**src/cpps_regs.svh**
```systemverilog
// constants for the charger power path sequencer
// assumes a 250 MHz core clock; counts derive from times in ns
`ifndef CPPS_REGS_SVH
`define CPPS_REGS_SVH

`define CPPS_CLK_PERIOD_NS     4
// --------------------------------------------------------------
// deglitch and recovery times
// --------------------------------------------------------------
`define CPPS_OVP_DGL_NS        1000
`define CPPS_OVP_DGL_CYC       (`CPPS_OVP_DGL_NS / `CPPS_CLK_PERIOD_NS)
`define CPPS_SC2_DGL_NS        1000
`define CPPS_SC2_DGL_CYC       (`CPPS_SC2_DGL_NS / `CPPS_CLK_PERIOD_NS)
`define CPPS_SC2_REC_NS        16000
`define CPPS_SC2_REC_CYC       (`CPPS_SC2_REC_NS / `CPPS_CLK_PERIOD_NS)
`define CPPS_SYNC_STAGES       2
// --------------------------------------------------------------
// input limit encodings on the limit pins
// --------------------------------------------------------------
`define CPPS_LIM_LOW           2'h0
`define CPPS_LIM_HIGH          2'h1
`define CPPS_LIM_RES           2'h2
`define CPPS_LIM_SUSP          2'h3

`endif

```
**src/cpps_pkg.sv**
```systemverilog
// types shared by the charger power path sequencer files
// assumes the constants header is included where numbers are needed
package cpps_pkg;

  typedef enum logic [1:0] {
    CPPS_INPUT_LIMIT_RESISTOR_PIN_START,
    CPPS_INPUT_LIMIT_RESISTOR_PIN_LOW,
    CPPS_INPUT_LIMIT_RESISTOR_PIN_HIGH,
    CPPS_INPUT_LIMIT_RESISTOR_PIN_RES
  } cpps_input_limit_resistor_pin_t;

  // comparator flags from the analog front end
  typedef struct packed {
    logic lockout;
    logic headroom;
    logic overvoltage;
    logic out_short;
    logic out_overload;
    logic prog_short;
  } cpps_flags_t;

  // host control pins
  typedef struct packed {
    logic charge_enable_low;
    logic limit_select_a;
    logic limit_select_b;
    logic battery_disconnect;
  } cpps_ctrl_t;

endpackage

```
**src/cpps_deglitch.sv**
```systemverilog
// clearing deglitch counter: output follows input once it has held
// assumes a synchronised input
`timescale 1ns/10ps
module cpps_deglitch #(
  parameter int COUNT = 250
) (
  // clock and reset
  input  wire logic ref_clk_i,
  input  wire logic reset_i,
  // level
  input  wire logic level_i,
  output logic      level_o
);

  localparam int CW = $clog2(COUNT + 1);

  logic [CW-1:0] cnt_reg;
  logic [CW-1:0] cnt_next;
  logic          out_reg;
  logic          out_next;

  initial begin
    if (COUNT < 1) $error("cpps_deglitch: count must be at least one");
  end

  // counter clears when the output takes the new level, so it never wraps
  always_comb begin
    cnt_next = cnt_reg;
    out_next = out_reg;
    if (level_i == out_reg) begin
      cnt_next = '0;
    end else if (cnt_reg == CW'(COUNT - 1)) begin
      out_next = level_i;
      cnt_next = '0;
    end else begin
      cnt_next = cnt_reg + CW'(1);
    end
  end

  always_ff @(posedge ref_clk_i) begin
    if (reset_i) begin
      cnt_reg <= '0;
      out_reg <= 1'b0;
    end else begin
      cnt_reg <= cnt_next;
      out_reg <= out_next;
    end
  end

  assign level_o = out_reg;

endmodule // cpps_deglitch

```
**src/cpps_sequencer.sv**
```systemverilog
// power path start-up sequencer of a battery charger
// assumes flags from analog comparators and host pins, all asynchronous
`timescale 1ns/10ps
`include "cpps_regs.svh"

module cpps_sequencer
  import cpps_pkg::*;
#(
  parameter int OVP_DGL_CYC = `CPPS_OVP_DGL_CYC,
  parameter int SC2_DGL_CYC = `CPPS_SC2_DGL_CYC,
  parameter int SC2_REC_CYC = `CPPS_SC2_REC_CYC
) (
  // clock and reset
  input  wire logic        ref_clk_i,
  input  wire logic        reset_i,
  // analog comparator flags
  input  wire cpps_flags_t flags_i,
  input  wire logic        battery_present_i,
  // host control pins
  input  wire cpps_ctrl_t  ctrl_i,
  // power switches
  output logic             input_pass_switch_o,
  output cpps_input_limit_resistor_pin_t       input_limit_o,
  output logic             battery_path_switch_o,
  output logic             output_path_active_o,
  output logic             overload_monitor_en_o,
  // internal enables
  output logic             blocks_active_o,
  output logic             charge_enable_o,
  output logic             timer_reset_o,
  // open-drain status pins
  output logic             power_valid_low_out_o,
  output logic             power_valid_low_oe_o,
  output logic             charge_status_low_out_o,
  output logic             charge_status_low_oe_o
);

  // --------------------------------------------------------------
  // elaboration checks
  // --------------------------------------------------------------
  initial begin
    if (OVP_DGL_CYC < 1 || SC2_DGL_CYC < 1 || SC2_REC_CYC < 1)
      $error("cpps_sequencer: counts must be at least one");
    if (`CPPS_SYNC_STAGES != 2)
      $error("cpps_sequencer: synchroniser depth is fixed at two");
  end

  // --------------------------------------------------------------
  // input conditioning
  // --------------------------------------------------------------
  localparam int NSYNC = $bits(cpps_flags_t) + $bits(cpps_ctrl_t) + 1;

  logic [NSYNC-1:0] sync_bus;
  cpps_flags_t      flg;
  cpps_ctrl_t       ctl;
  logic             batt_present;
  logic             ovp_dgl;
  logic             ovl_dgl;

  cpps_sync #(
    .WIDTH (NSYNC)
  ) u_sync (
    .ref_clk_i (ref_clk_i),
    .reset_i   (reset_i),
    .async_i   ({flags_i, ctrl_i, battery_present_i}),
    .sync_o    (sync_bus)
  );

  assign {flg, ctl, batt_present} = sync_bus;

  cpps_deglitch #(
    .COUNT (OVP_DGL_CYC)
  ) u_ovp_dgl (
    .ref_clk_i (ref_clk_i),
    .reset_i   (reset_i),
    .level_i   (flg.overvoltage),
    .level_o   (ovp_dgl)
  );

  cpps_deglitch #(
    .COUNT (SC2_DGL_CYC)
  ) u_ovl_dgl (
    .ref_clk_i (ref_clk_i),
    .reset_i   (reset_i),
    .level_i   (flg.out_overload),
    .level_o   (ovl_dgl)
  );

  // --------------------------------------------------------------
  // helpers
  // --------------------------------------------------------------
  function automatic logic suspend_sel(input cpps_ctrl_t c);
    return c.limit_select_a & c.limit_select_b;
  endfunction

  function automatic cpps_input_limit_resistor_pin_t limit_of(input cpps_ctrl_t c);
    case ({c.limit_select_b, c.limit_select_a})
      `CPPS_LIM_LOW:  limit_of = CPPS_INPUT_LIMIT_RESISTOR_PIN_LOW;
      `CPPS_LIM_HIGH: limit_of = CPPS_INPUT_LIMIT_RESISTOR_PIN_HIGH;
      default:        limit_of = CPPS_INPUT_LIMIT_RESISTOR_PIN_RES;
    endcase
  endfunction

  // --------------------------------------------------------------
  // start-up hold
  // --------------------------------------------------------------
  // synchroniser flops clear to zero, which reads as input above
  // lockout; hold power-down until real levels have come through,
  // else the machine leaves power-down for a cycle or two
  localparam int PW = $clog2(`CPPS_SYNC_STAGES + 1);

  logic [PW-1:0] prime_cnt_reg;
  logic [PW-1:0] prime_cnt_next;
  logic          primed;

  always_comb begin
    prime_cnt_next = prime_cnt_reg;
    if (prime_cnt_reg != PW'(`CPPS_SYNC_STAGES)) begin
      prime_cnt_next = prime_cnt_reg + PW'(1);
    end
  end

  always_ff @(posedge ref_clk_i) begin
    if (reset_i) begin
      prime_cnt_reg <= '0;
    end else begin
      prime_cnt_reg <= prime_cnt_next;
    end
  end

  assign primed = (prime_cnt_reg == PW'(`CPPS_SYNC_STAGES));

  // --------------------------------------------------------------
  // main state machine
  // --------------------------------------------------------------
  typedef enum logic [2:0] {
    ST_POWER_DOWN,
    ST_HEADROOM_WAIT,
    ST_STANDBY,
    ST_PROG_CHECK,
    ST_OUT_SHORT_TEST,
    ST_NORMAL,
    ST_OVERVOLT
  } cpps_state_t;

  cpps_state_t state_reg;
  cpps_state_t state_next;
  cpps_input_limit_resistor_pin_t  limit_reg;
  cpps_input_limit_resistor_pin_t  limit_next;
  logic        ovp_seen_reg;
  logic        ovp_seen_next;
  logic        tmr_rst_reg;
  logic        tmr_rst_next;

  always_comb begin
    state_next    = state_reg;
    limit_next    = limit_reg;
    ovp_seen_next = ovp_seen_reg;
    tmr_rst_next  = 1'b0;
    // unprimed inputs count as lockout
    if (flg.lockout || !primed) begin
      state_next = ST_POWER_DOWN;
    end else begin
      case (state_reg)
        ST_POWER_DOWN: begin
          // control pins not looked at here
          state_next = ST_HEADROOM_WAIT;
        end
        ST_HEADROOM_WAIT: begin
          if (flg.headroom) begin
            state_next = ST_STANDBY;
          end
        end
        ST_STANDBY: begin
          if (!flg.headroom) begin
            state_next = ST_HEADROOM_WAIT;
          end else if (ovp_dgl) begin
            state_next = ST_OVERVOLT;
          end else if (!suspend_sel(ctl) && !flg.overvoltage) begin
            state_next = ST_PROG_CHECK;
          end
        end
        ST_PROG_CHECK: begin
          if (!flg.headroom || flg.overvoltage || suspend_sel(ctl)) begin
            state_next = ST_STANDBY;
          end else if (!flg.prog_short) begin
            limit_next = CPPS_INPUT_LIMIT_RESISTOR_PIN_START;
            state_next = ST_OUT_SHORT_TEST;
          end
        end
        ST_OUT_SHORT_TEST: begin
          if (!flg.headroom || flg.overvoltage || suspend_sel(ctl)) begin
            state_next = ST_STANDBY;
          end else if (!flg.out_short) begin
            limit_next = limit_of(ctl);
            state_next = ST_NORMAL;
          end
        end
        ST_NORMAL: begin
          limit_next = limit_of(ctl);
          if (ovp_dgl) begin
            state_next = ST_OVERVOLT;
          end else if (!flg.headroom) begin
            state_next = ST_HEADROOM_WAIT;
          end else if (suspend_sel(ctl)) begin
            state_next = ST_STANDBY;
          end
        end
        ST_OVERVOLT: begin
          ovp_seen_next = 1'b1;
          if (!ovp_dgl) begin
            tmr_rst_next = 1'b1;
            state_next   = ST_HEADROOM_WAIT;
          end
        end
        default: begin
          state_next = ST_POWER_DOWN;
        end
      endcase
    end
    // fresh cycle shown until normal operation is reached again with charging enabled
    if (state_reg == ST_NORMAL && ctl.charge_enable_low == 1'b0) begin
      ovp_seen_next = 1'b0;
    end
  end

  always_ff @(posedge ref_clk_i) begin
    if (reset_i) begin
      state_reg    <= ST_POWER_DOWN;
      limit_reg    <= CPPS_INPUT_LIMIT_RESISTOR_PIN_START;
      ovp_seen_reg <= 1'b0;
      tmr_rst_reg  <= 1'b0;
    end else begin
      state_reg    <= state_next;
      limit_reg    <= limit_next;
      ovp_seen_reg <= ovp_seen_next;
      tmr_rst_reg  <= tmr_rst_next;
    end
  end

  // --------------------------------------------------------------
  // output overload hiccup
  // --------------------------------------------------------------
  localparam int RW = $clog2(SC2_REC_CYC + 1);

  logic          ovl_off_reg;
  logic          ovl_off_next;
  logic [RW-1:0] rec_cnt_reg;
  logic [RW-1:0] rec_cnt_next;

  // trips only while the input switch is off: with the input on,
  // the output is fed through the input limit instead
  // retry blindly: a stuck short keeps cycling off and on
  always_comb begin
    ovl_off_next = ovl_off_reg;
    rec_cnt_next = rec_cnt_reg;
    if (ovl_off_reg) begin
      if (rec_cnt_reg == RW'(SC2_REC_CYC - 1)) begin
        ovl_off_next = 1'b0;
        rec_cnt_next = '0;
      end else begin
        rec_cnt_next = rec_cnt_reg + RW'(1);
      end
    end else if (ovl_dgl && overload_monitor_en_o) begin
      ovl_off_next = 1'b1;
      rec_cnt_next = '0;
    end
  end

  always_ff @(posedge ref_clk_i) begin
    if (reset_i) begin
      ovl_off_reg <= 1'b0;
      rec_cnt_reg <= '0;
    end else begin
      ovl_off_reg <= ovl_off_next;
      rec_cnt_reg <= rec_cnt_next;
    end
  end

  // --------------------------------------------------------------
  // outputs
  // --------------------------------------------------------------
  logic in_off;
  logic pv_drive;
  logic running;

  assign in_off = (state_reg == ST_POWER_DOWN) ||
                  (state_reg == ST_HEADROOM_WAIT) ||
                  (state_reg == ST_STANDBY) ||
                  (state_reg == ST_PROG_CHECK) ||
                  (state_reg == ST_OVERVOLT);
  assign running = (state_reg == ST_PROG_CHECK) ||
                   (state_reg == ST_OUT_SHORT_TEST) ||
                   (state_reg == ST_NORMAL);
  assign pv_drive = running || (state_reg == ST_STANDBY);

  assign input_pass_switch_o   = ~in_off;
  assign input_limit_o         = limit_reg;
  assign battery_path_switch_o = in_off & ~ctl.battery_disconnect &
                                 ~ovl_off_reg;
  assign overload_monitor_en_o = in_off;
  // the input switch feeds the output on its own; the hiccup
  // only cuts the battery-fed path that it watches
  assign output_path_active_o  = ~in_off |
                                 (~ovl_off_reg & batt_present &
                                  ~ctl.battery_disconnect);
  assign blocks_active_o       = running;
  assign charge_enable_o       = (state_reg == ST_NORMAL) &
                                 ~ctl.charge_enable_low;
  assign timer_reset_o         = tmr_rst_reg;

  // open-drain: low when driven, released otherwise
  // charge status also flags a fresh cycle after overvoltage
  assign power_valid_low_out_o   = 1'b0;
  assign power_valid_low_oe_o    = pv_drive;
  assign charge_status_low_out_o = 1'b0;
  assign charge_status_low_oe_o  = charge_enable_o | 
                                   (ovp_seen_reg & running);

endmodule // cpps_sequencer

```
**src/cpps_sync.sv**
```systemverilog
// two-stage synchroniser for a bundle of level inputs
// assumes inputs are slow levels; no pulses shorter than a clock
`timescale 1ns/10ps
module cpps_sync #(
  parameter int WIDTH = 1
) (
  // clock and reset
  input  wire logic             ref_clk_i,
  input  wire logic             reset_i,
  // levels
  input  wire logic [WIDTH-1:0] async_i,
  output logic      [WIDTH-1:0] sync_o
);

  logic [WIDTH-1:0] meta_reg;
  logic [WIDTH-1:0] meta_next;
  logic [WIDTH-1:0] sync_reg;
  logic [WIDTH-1:0] sync_next;

  initial begin
    if (WIDTH < 1) $error("cpps_sync: width must be positive");
  end

  always_comb begin
    meta_next = async_i;
    sync_next = meta_reg;
  end

  always_ff @(posedge ref_clk_i) begin
    if (reset_i) begin
      meta_reg <= '0;
      sync_reg <= '0;
    end else begin
      meta_reg <= meta_next;
      sync_reg <= sync_next;
    end
  end

  assign sync_o = sync_reg;

endmodule // cpps_sync

```
**config.mk**
```make
export PLATFORM = sky130hd
export DESIGN_NAME = cpps_sequencer
export DESIGN_NICKNAME = d
export VERILOG_FILES = /design/src/cpps_pkg.sv /design/src/cpps_deglitch.sv /design/src/cpps_sequencer.sv /design/src/cpps_sync.sv
export VERILOG_INCLUDE_DIRS = /design/src
export SDC_FILE = /design/constraint.sdc
export NUM_CORES = 1
export LEC_CHECK = 0
export ABC_AREA = 1
export CORE_MARGIN = 5
export CORE_UTILIZATION = 45
export CTS_CLUSTER_DIAMETER = 40
export DETAILED_ROUTE_END_ITERATION = 6
export DONT_BUFFER_PORTS = 1
export MAX_ROUTING_LAYER = met4
export PLACE_DENSITY_LB_ADDON = 0.05
export SYNTH_ARGS = -nofsm -noshare
export SYNTH_HDL_FRONTEND = slang
export SYNTH_HIERARCHICAL = 1
export SYNTH_SLANG_ARGS = --single-unit
```
**constraint.sdc**
```tcl
create_clock -name ref_clk_i -period 1.15 [get_ports ref_clk_i]
set_input_delay 0 -clock ref_clk_i [delete_from_list [all_inputs] [get_ports ref_clk_i]]
set_output_delay 0 -clock ref_clk_i [all_outputs]
set_load 0.01 [all_outputs]
```
**Yosys cells after proc, flatten, opt, wreduce, memory -nomap -nowiden**

Index checks and enable logic that the tools add are counted.

- Flip-flop bits (word level): 62
- Bits of input ports: 13
- Output and inout bits: 13
- Logic and storage cells: 115

- $add $sub $neg: 4
- Eq/ne operators: 24
- Muxes and demuxes: 26
- Bitwise operators: 17
- Reduce and logical (&&, ||, !) cells: 31

Operator list:

| operator | count |
|---|---|
| 12-bit two-way mux | 3 |
| 3-bit two-way mux | 12 |
| 3-bit one-hot mux with 7 select lines | 1 |
| 8-bit by 1-bit adder with 8-bit output, second input constant | 2 |
| 8-bit equality test, second input constant | 2 |
| 12-bit by 1-bit adder with 12-bit output, second input constant | 1 |
| 12-bit equality test, second input constant | 1 |
| 2-bit inequality test, second input constant | 6 |
| 6-bit AND reduction | 2 |
| 1-bit logical OR | 10 |
| 3-bit equality test, second input constant | 3 |
| 3-bit OR reduction | 3 |
| 2-bit two-way mux | 4 |
| 4-bit by 3-bit inequality test with 1-bit output, second input constant | 2 |
| 1-bit NOT | 8 |
| 1-bit AND | 7 |
| 3-bit by 2-bit equality test with 1-bit output, second input constant | 2 |
| 3-bit inequality test, second input constant | 2 |
| 2-bit one-hot mux with 3 select lines | 1 |
| 2-bit AND reduction | 3 |
| 1-bit zero test | 4 |
| 1-bit two-way mux | 4 |
| 2-bit one-hot mux with 2 select lines | 1 |
| 2-bit OR reduction | 2 |
| 12 further kinds | 16 |

**Longest topological paths before layout**

- Depth in word-level cells: 8
- Mapped depth: 10
- Gate-level depth less buffers: 10

**Modules after synthesis**

The synthesis kept the hierarchy.

By module, submodules not included:

| module | instances | cells an instance | area an instance (µm²) | seq. area each (µm²) |
|---|---|---|---|---|
| cpps_sequencer | 1 | 230 | 1438.9 | 440.4 |
| cpps_deglitch | 2 | 67 | 493.0 | 180.2 |
| cpps_sync | 1 | 68 | 628.1 | 440.4 |

**Worst setup path after synthesis**

Ideal clock, no wire load.

- Kind: register to register
- From: register rec_cnt_reg[0]
- To: register rec_cnt_reg[9]
- Library setup time: 0.122 ns
- Arrival time: 1.091 ns
- Data required time: 1.028 ns
- Path slack: -0.063 ns
- Cell stages (with the launch flop): 9
- Path buffers: 0
- Period minus slack after synthesis: 1.213 ns
- Cells stage by stage: dfxtp_1 -> ha_1 -> nand2_1 -> nor2_4 -> nand3_1 -> nand2_1 -> inv_1 -> o21ai_0 -> a21oi_1

- Longest elaborated chain between the ends: 3
- Elaborated cells between the ends (all ways): 4
- Classes of those cells: 1 x add/sub; 1 x eq/ne; 2 x mux

Ends and longest elaborated chain:

| what | RTL line | source |
|---|---|---|
| start, declared | cpps_sequencer.sv:248 | `logic [RW-1:0] rec_cnt_reg;` |
| start signal, assigned | cpps_sequencer.sv:276 | `rec_cnt_reg <= rec_cnt_next;` |
| 12-bit by 1-bit adder with 12-bit output or 12-bit equality test (tied branches) | cpps_sequencer.sv:262, cpps_sequencer.sv:258 |  |
| 12-bit two-way mux * | cpps_sequencer.sv:258 | `if (rec_cnt_reg == RW'(SC2_REC_CYC - 1)) begin` |
| 12-bit two-way mux * | cpps_sequencer.sv:257 | `if (ovl_off_reg) begin` |

Every way passes the cells marked *; elsewhere a longest branch is shown, timed or not.
A chain may end at the register's enable or synchronous reset.

**Worst setup path after layout**

- From: register state_reg[2]
- To: output charge_status_low_oe_o

- Longest elaborated chain between the ends: 5
- Elaborated cells between the ends (all ways): 8
- Classes of those cells: 3 x eq/ne; 3 x bitwise; 2 x reduce/logical

Ends and longest elaborated chain:

| what | RTL line | source |
|---|---|---|
| start, declared | cpps_sequencer.sv:146 | `cpps_state_t state_reg;` |
| start signal, assigned | cpps_sequencer.sv:234 | `state_reg <= state_next;` |
| 3-bit by 2-bit equality test with 1-bit output or 3-bit equality test (tied branches) | cpps_sequencer.sv:292, cpps_sequencer.sv:293 |  |
| 1-bit logical OR | cpps_sequencer.sv:292 | `assign running = (state_reg == ST_PROG_CHECK) \|\|` |
| 1-bit logical OR | cpps_sequencer.sv:293 | `(state_reg == ST_OUT_SHORT_TEST) \|\|` |
| 1-bit AND | cpps_sequencer.sv:318 | `(ovp_seen_reg & running);` |
| 1-bit OR * | cpps_sequencer.sv:317 | `assign charge_status_low_oe_o = charge_enable_o \|` |
| end, declared | cpps_sequencer.sv:35 | `output logic charge_status_low_oe_o` |

Marked as above.

==> run summary <==
Outcome: finished, violations left
Violated checks: setup timing
CTS tree: done
Worst hold path cell count: 3
Vias per cell: 4.75
Critical path required time: 1.15 ns
Final hold vios: 0
Crit path time final: 1.37 ns
Mapped Cells: 432
Total CTS buffers: 9
Critical path depth: 7
DR iter-0 viols: 85
Number of buffers added on ports: 0
Hpwl dp: 4560 um
Reg2Reg Setup Slack: -0.22 ns
Max Clk Rate: 729 MHz
Worst Setup Start Kind: register
Met1 Wirelength: 3330 um
First-pass GRT wire length: 11900 um
Num rows: 30
Power Density: 1150 nW/um^2
Hold Path Origin: reset_i
N_diodes: 0
Delay-heaviest family, CP: flip-flops
Crit Path Category: register to output port
Synth cell types: 29
Slowest CP cell: dfxtp_4
Max clock buf depth: 2
Gr ovfl total: 0
Critical path buffers and inverters: 4
Largest net degree at the start of global routing: 34
Fin nets: 538
Worst setup slack after layout: -0.221 ns
Power, Total: 5070 uW
Hold Path Sink: input_limit_o[1]$_SDFFE_PP0P_
Syn Std Cell Area: 3050 sq um
Die width: 92.4 um
Initial core utilization: 45.7%
Worst r2r dst: rec_cnt_reg[10]$_SDFFE_PP0P_
Final setup viols: 23
CTS root buffer: clkbuf_8
Die ar.: 8530 sq um
TritonRoute pass-1 iters: 6
Worst min path class: primary input to register
Die height: 92.4 um
Vias in the first global route: 2671
Max_cap viols: 0
Layout cells sized above 1: 42.6%
Met3 wire length: 390 um
Capturing element type of the critical path: output port
Io pins: 26
Sequential fraction of the synthesis area: 40.7%
Slew Limit Fails: 0
Post-synth top area share: 40.7%
Leading area contributor after synthesis: dfxtp_1
Avg Cell Area, Syn: 7.07 sq um
Synth Register Bits: 62
Largest stage delay on the critical path: 0.38 ns
Synth warn: 6
GRT Total Usage: 17.9%
Arrival @ worst endpoint: 1.37 ns
H-tree depth: 3
Area growth, synth to finish: 44.1%
Crit-path cells: buf_6 -> nand2_4 -> nor2_4 -> buf_6 -> inv_4 -> o21ai_2 -> buf_4
Hold slack: 0.00965 ns
Avg WL per Cell: 11.8 um
Via count: 2869
Final ANT Viol Nets: 0
Clk slew on worst S/H paths: 0.08 ns
R2R Path Start: state_reg[0]$_SDFFE_PP0P_
Clk sink count: 62
Final worst path period share: 119%
Clk Latency, worst-skew pair: 0.34 ns
DR top layer: met4
Max reg flops: 12
Synth area leaders: dfxtp_1 41%, nand2_1 11%, inv_1 7.9%
Crit Path Max Fanout: 4
Leak Pwr: 0.00179 uW
Maximum vdd drop: 0.000871 V
DR DRC count: 0
Clk_skew: 0.0106 ns
Final WL: 7130 um
Gpl congestion: 0.908
Reg2reg path depth: 10
DR WL met2: 3280 um
RSZ-0062 raised after global routing: true
Critical Path Most Common Cell: buf_6
Initial antenna violation count: 0
Core box area: 6680 sq um
==> worst max-delay path by stage <==
stage | startpoint | end | slack [ns]
finish | state_reg[2]$_SDFFE_PP0P_ | charge_status_low_oe_o | -0.22
global route | rec_cnt_reg[0]$_SDFFE_PP0P_ | rec_cnt_reg[10]$_SDFFE_PP0P_ | -0.30
CTS | state_reg[0]$_SDFFE_PP0P_ | power_valid_low_oe_o | -0.22
floorplan | rec_cnt_reg[0]$_SDFFE_PP0P_ | rec_cnt_reg[10]$_SDFFE_PP0P_ | -0.04
detailed placement | state_reg[1]$_SDFFE_PP0P_ | state_reg[1]$_SDFFE_PP0P_ | -0.16
global placement | state_reg[0]$_SDFFE_PP0P_ | state_reg[2]$_SDFFE_PP0P_ | -0.17
==> report_power, final <==
group | switching [uW] | internal [uW] | total [uW]
logic | 310 | 275 | 585
clock network | 876 | 1340 | 2210
registers | 53.2 | 2220 | 2270
==> layout by cell type, fill, tap and decap left out, types with 3 or more instances in the layout <==
cell type and count:
a21oi_1 7, a21oi_2 21, buf_4 54, buf_6 17
clkbuf_8 11, dfxtp_1 48, dfxtp_2 10, dfxtp_4 4
dlygate4sd3_1 12, ha_1 3, inv_1 56, inv_2 10
inv_4 3, inv_6 3, nand2_1 70, nand2_2 23
nand2_4 10, nand3_1 24, nand3_2 5, nand4_1 4
nor2_1 54, nor2_2 16, nor2_4 11, o21ai_0 14
o21ai_2 5, or2_2 3
==> repair_timing <==
| item | CTS | global route |
|---|---|---|
| endpoints found under the setup margin | 28 | 45 |
| endpoints found under the hold margin | 35 | 0 |
| buffers inserted | 20 | 6 |
| pin swaps | 27 | 21 |
| hold buffers | 13 | 0 |
| gates resized for setup | 90 | 31 |
==> cell usage after synthesis <==
cell type,instances
a21oi_1,17
a21oi_4,1
nor4_1,1
inv_2,8
nand3_1,29
nand2_2,7
nand3b_1,2
xnor2_1,2
buf_4,3
nand3_2,1
o21ai_0,21
nor2_4,3
clkbuf_2,1
inv_1,64
nor2_1,61
clkbuf_1,2
ha_1,6
conb_1,1
nor3_1,1
a21oi_2,11
buf_6,4
o21bai_1,2
or2_2,4
nand4_1,4
nand2_1,92
nand4_2,1
nor2_2,17
nand2_4,4
dfxtp_1,62
==> worst min-delay path, stage by stage <==
cell and delay (ns):
inv_1 0.16, nand2_1 0.12, nor2_1 0.03
==> cells by family after synthesis <==
kind of cell             count (synthesis)  synth area share [%]
buffers and inverters                   82                  11.5
AND/OR/NAND/NOR                        227                  34.3
AO/OA/AOI/OAI                           52                  10.4
XOR/XNOR                                 2                 0.574
other                                    1                 0.123
flip-flops                              62                  40.7
adder cells (fa/ha/maj)                  6                  2.46
==> metal layers <==
| layer | vias to the layer above | GRT usage, % |
|---|---|---|
| met5 | - | - |
| met4 | 0 | 6.56 |
| met3 | 15 | 4.87 |
| li1 | 1500 | - |
| met2 | 73 | 26.9 |
| met1 | 1281 | 23.0 |
==> layout make-up <==
cell class,count,area (sq um)
clock buffers,11,151
clock inverters,5,81.3
fillers,568,2280
inverters,72,293
multi-input cells,289,1750
flip-flops and latches,62,1270
well taps,80,100
repair buffers,85,757
==> per-stage QoR <==
stage / area [sq um] / utilization [%] / setup TNS, ns / setup slack, ns / cells
after floorplan: 3090 / - / -0.113 / -0.0395 / 433
after global placement: 3490 / 52.2 / -2.01 / -0.166 / 550
after detailed placement: 3490 / 52.2 / -2.02 / -0.156 / 550
after CTS: 4260 / 63.7 / -2.95 / -0.215 / 598
after global routing: 4400 / 65.9 / -5.13 / -0.295 / 604
final: 4400 / 65.9 / -3.50 / -0.221 / 604
No activity file was read; power rests on OpenSTA's default activity.
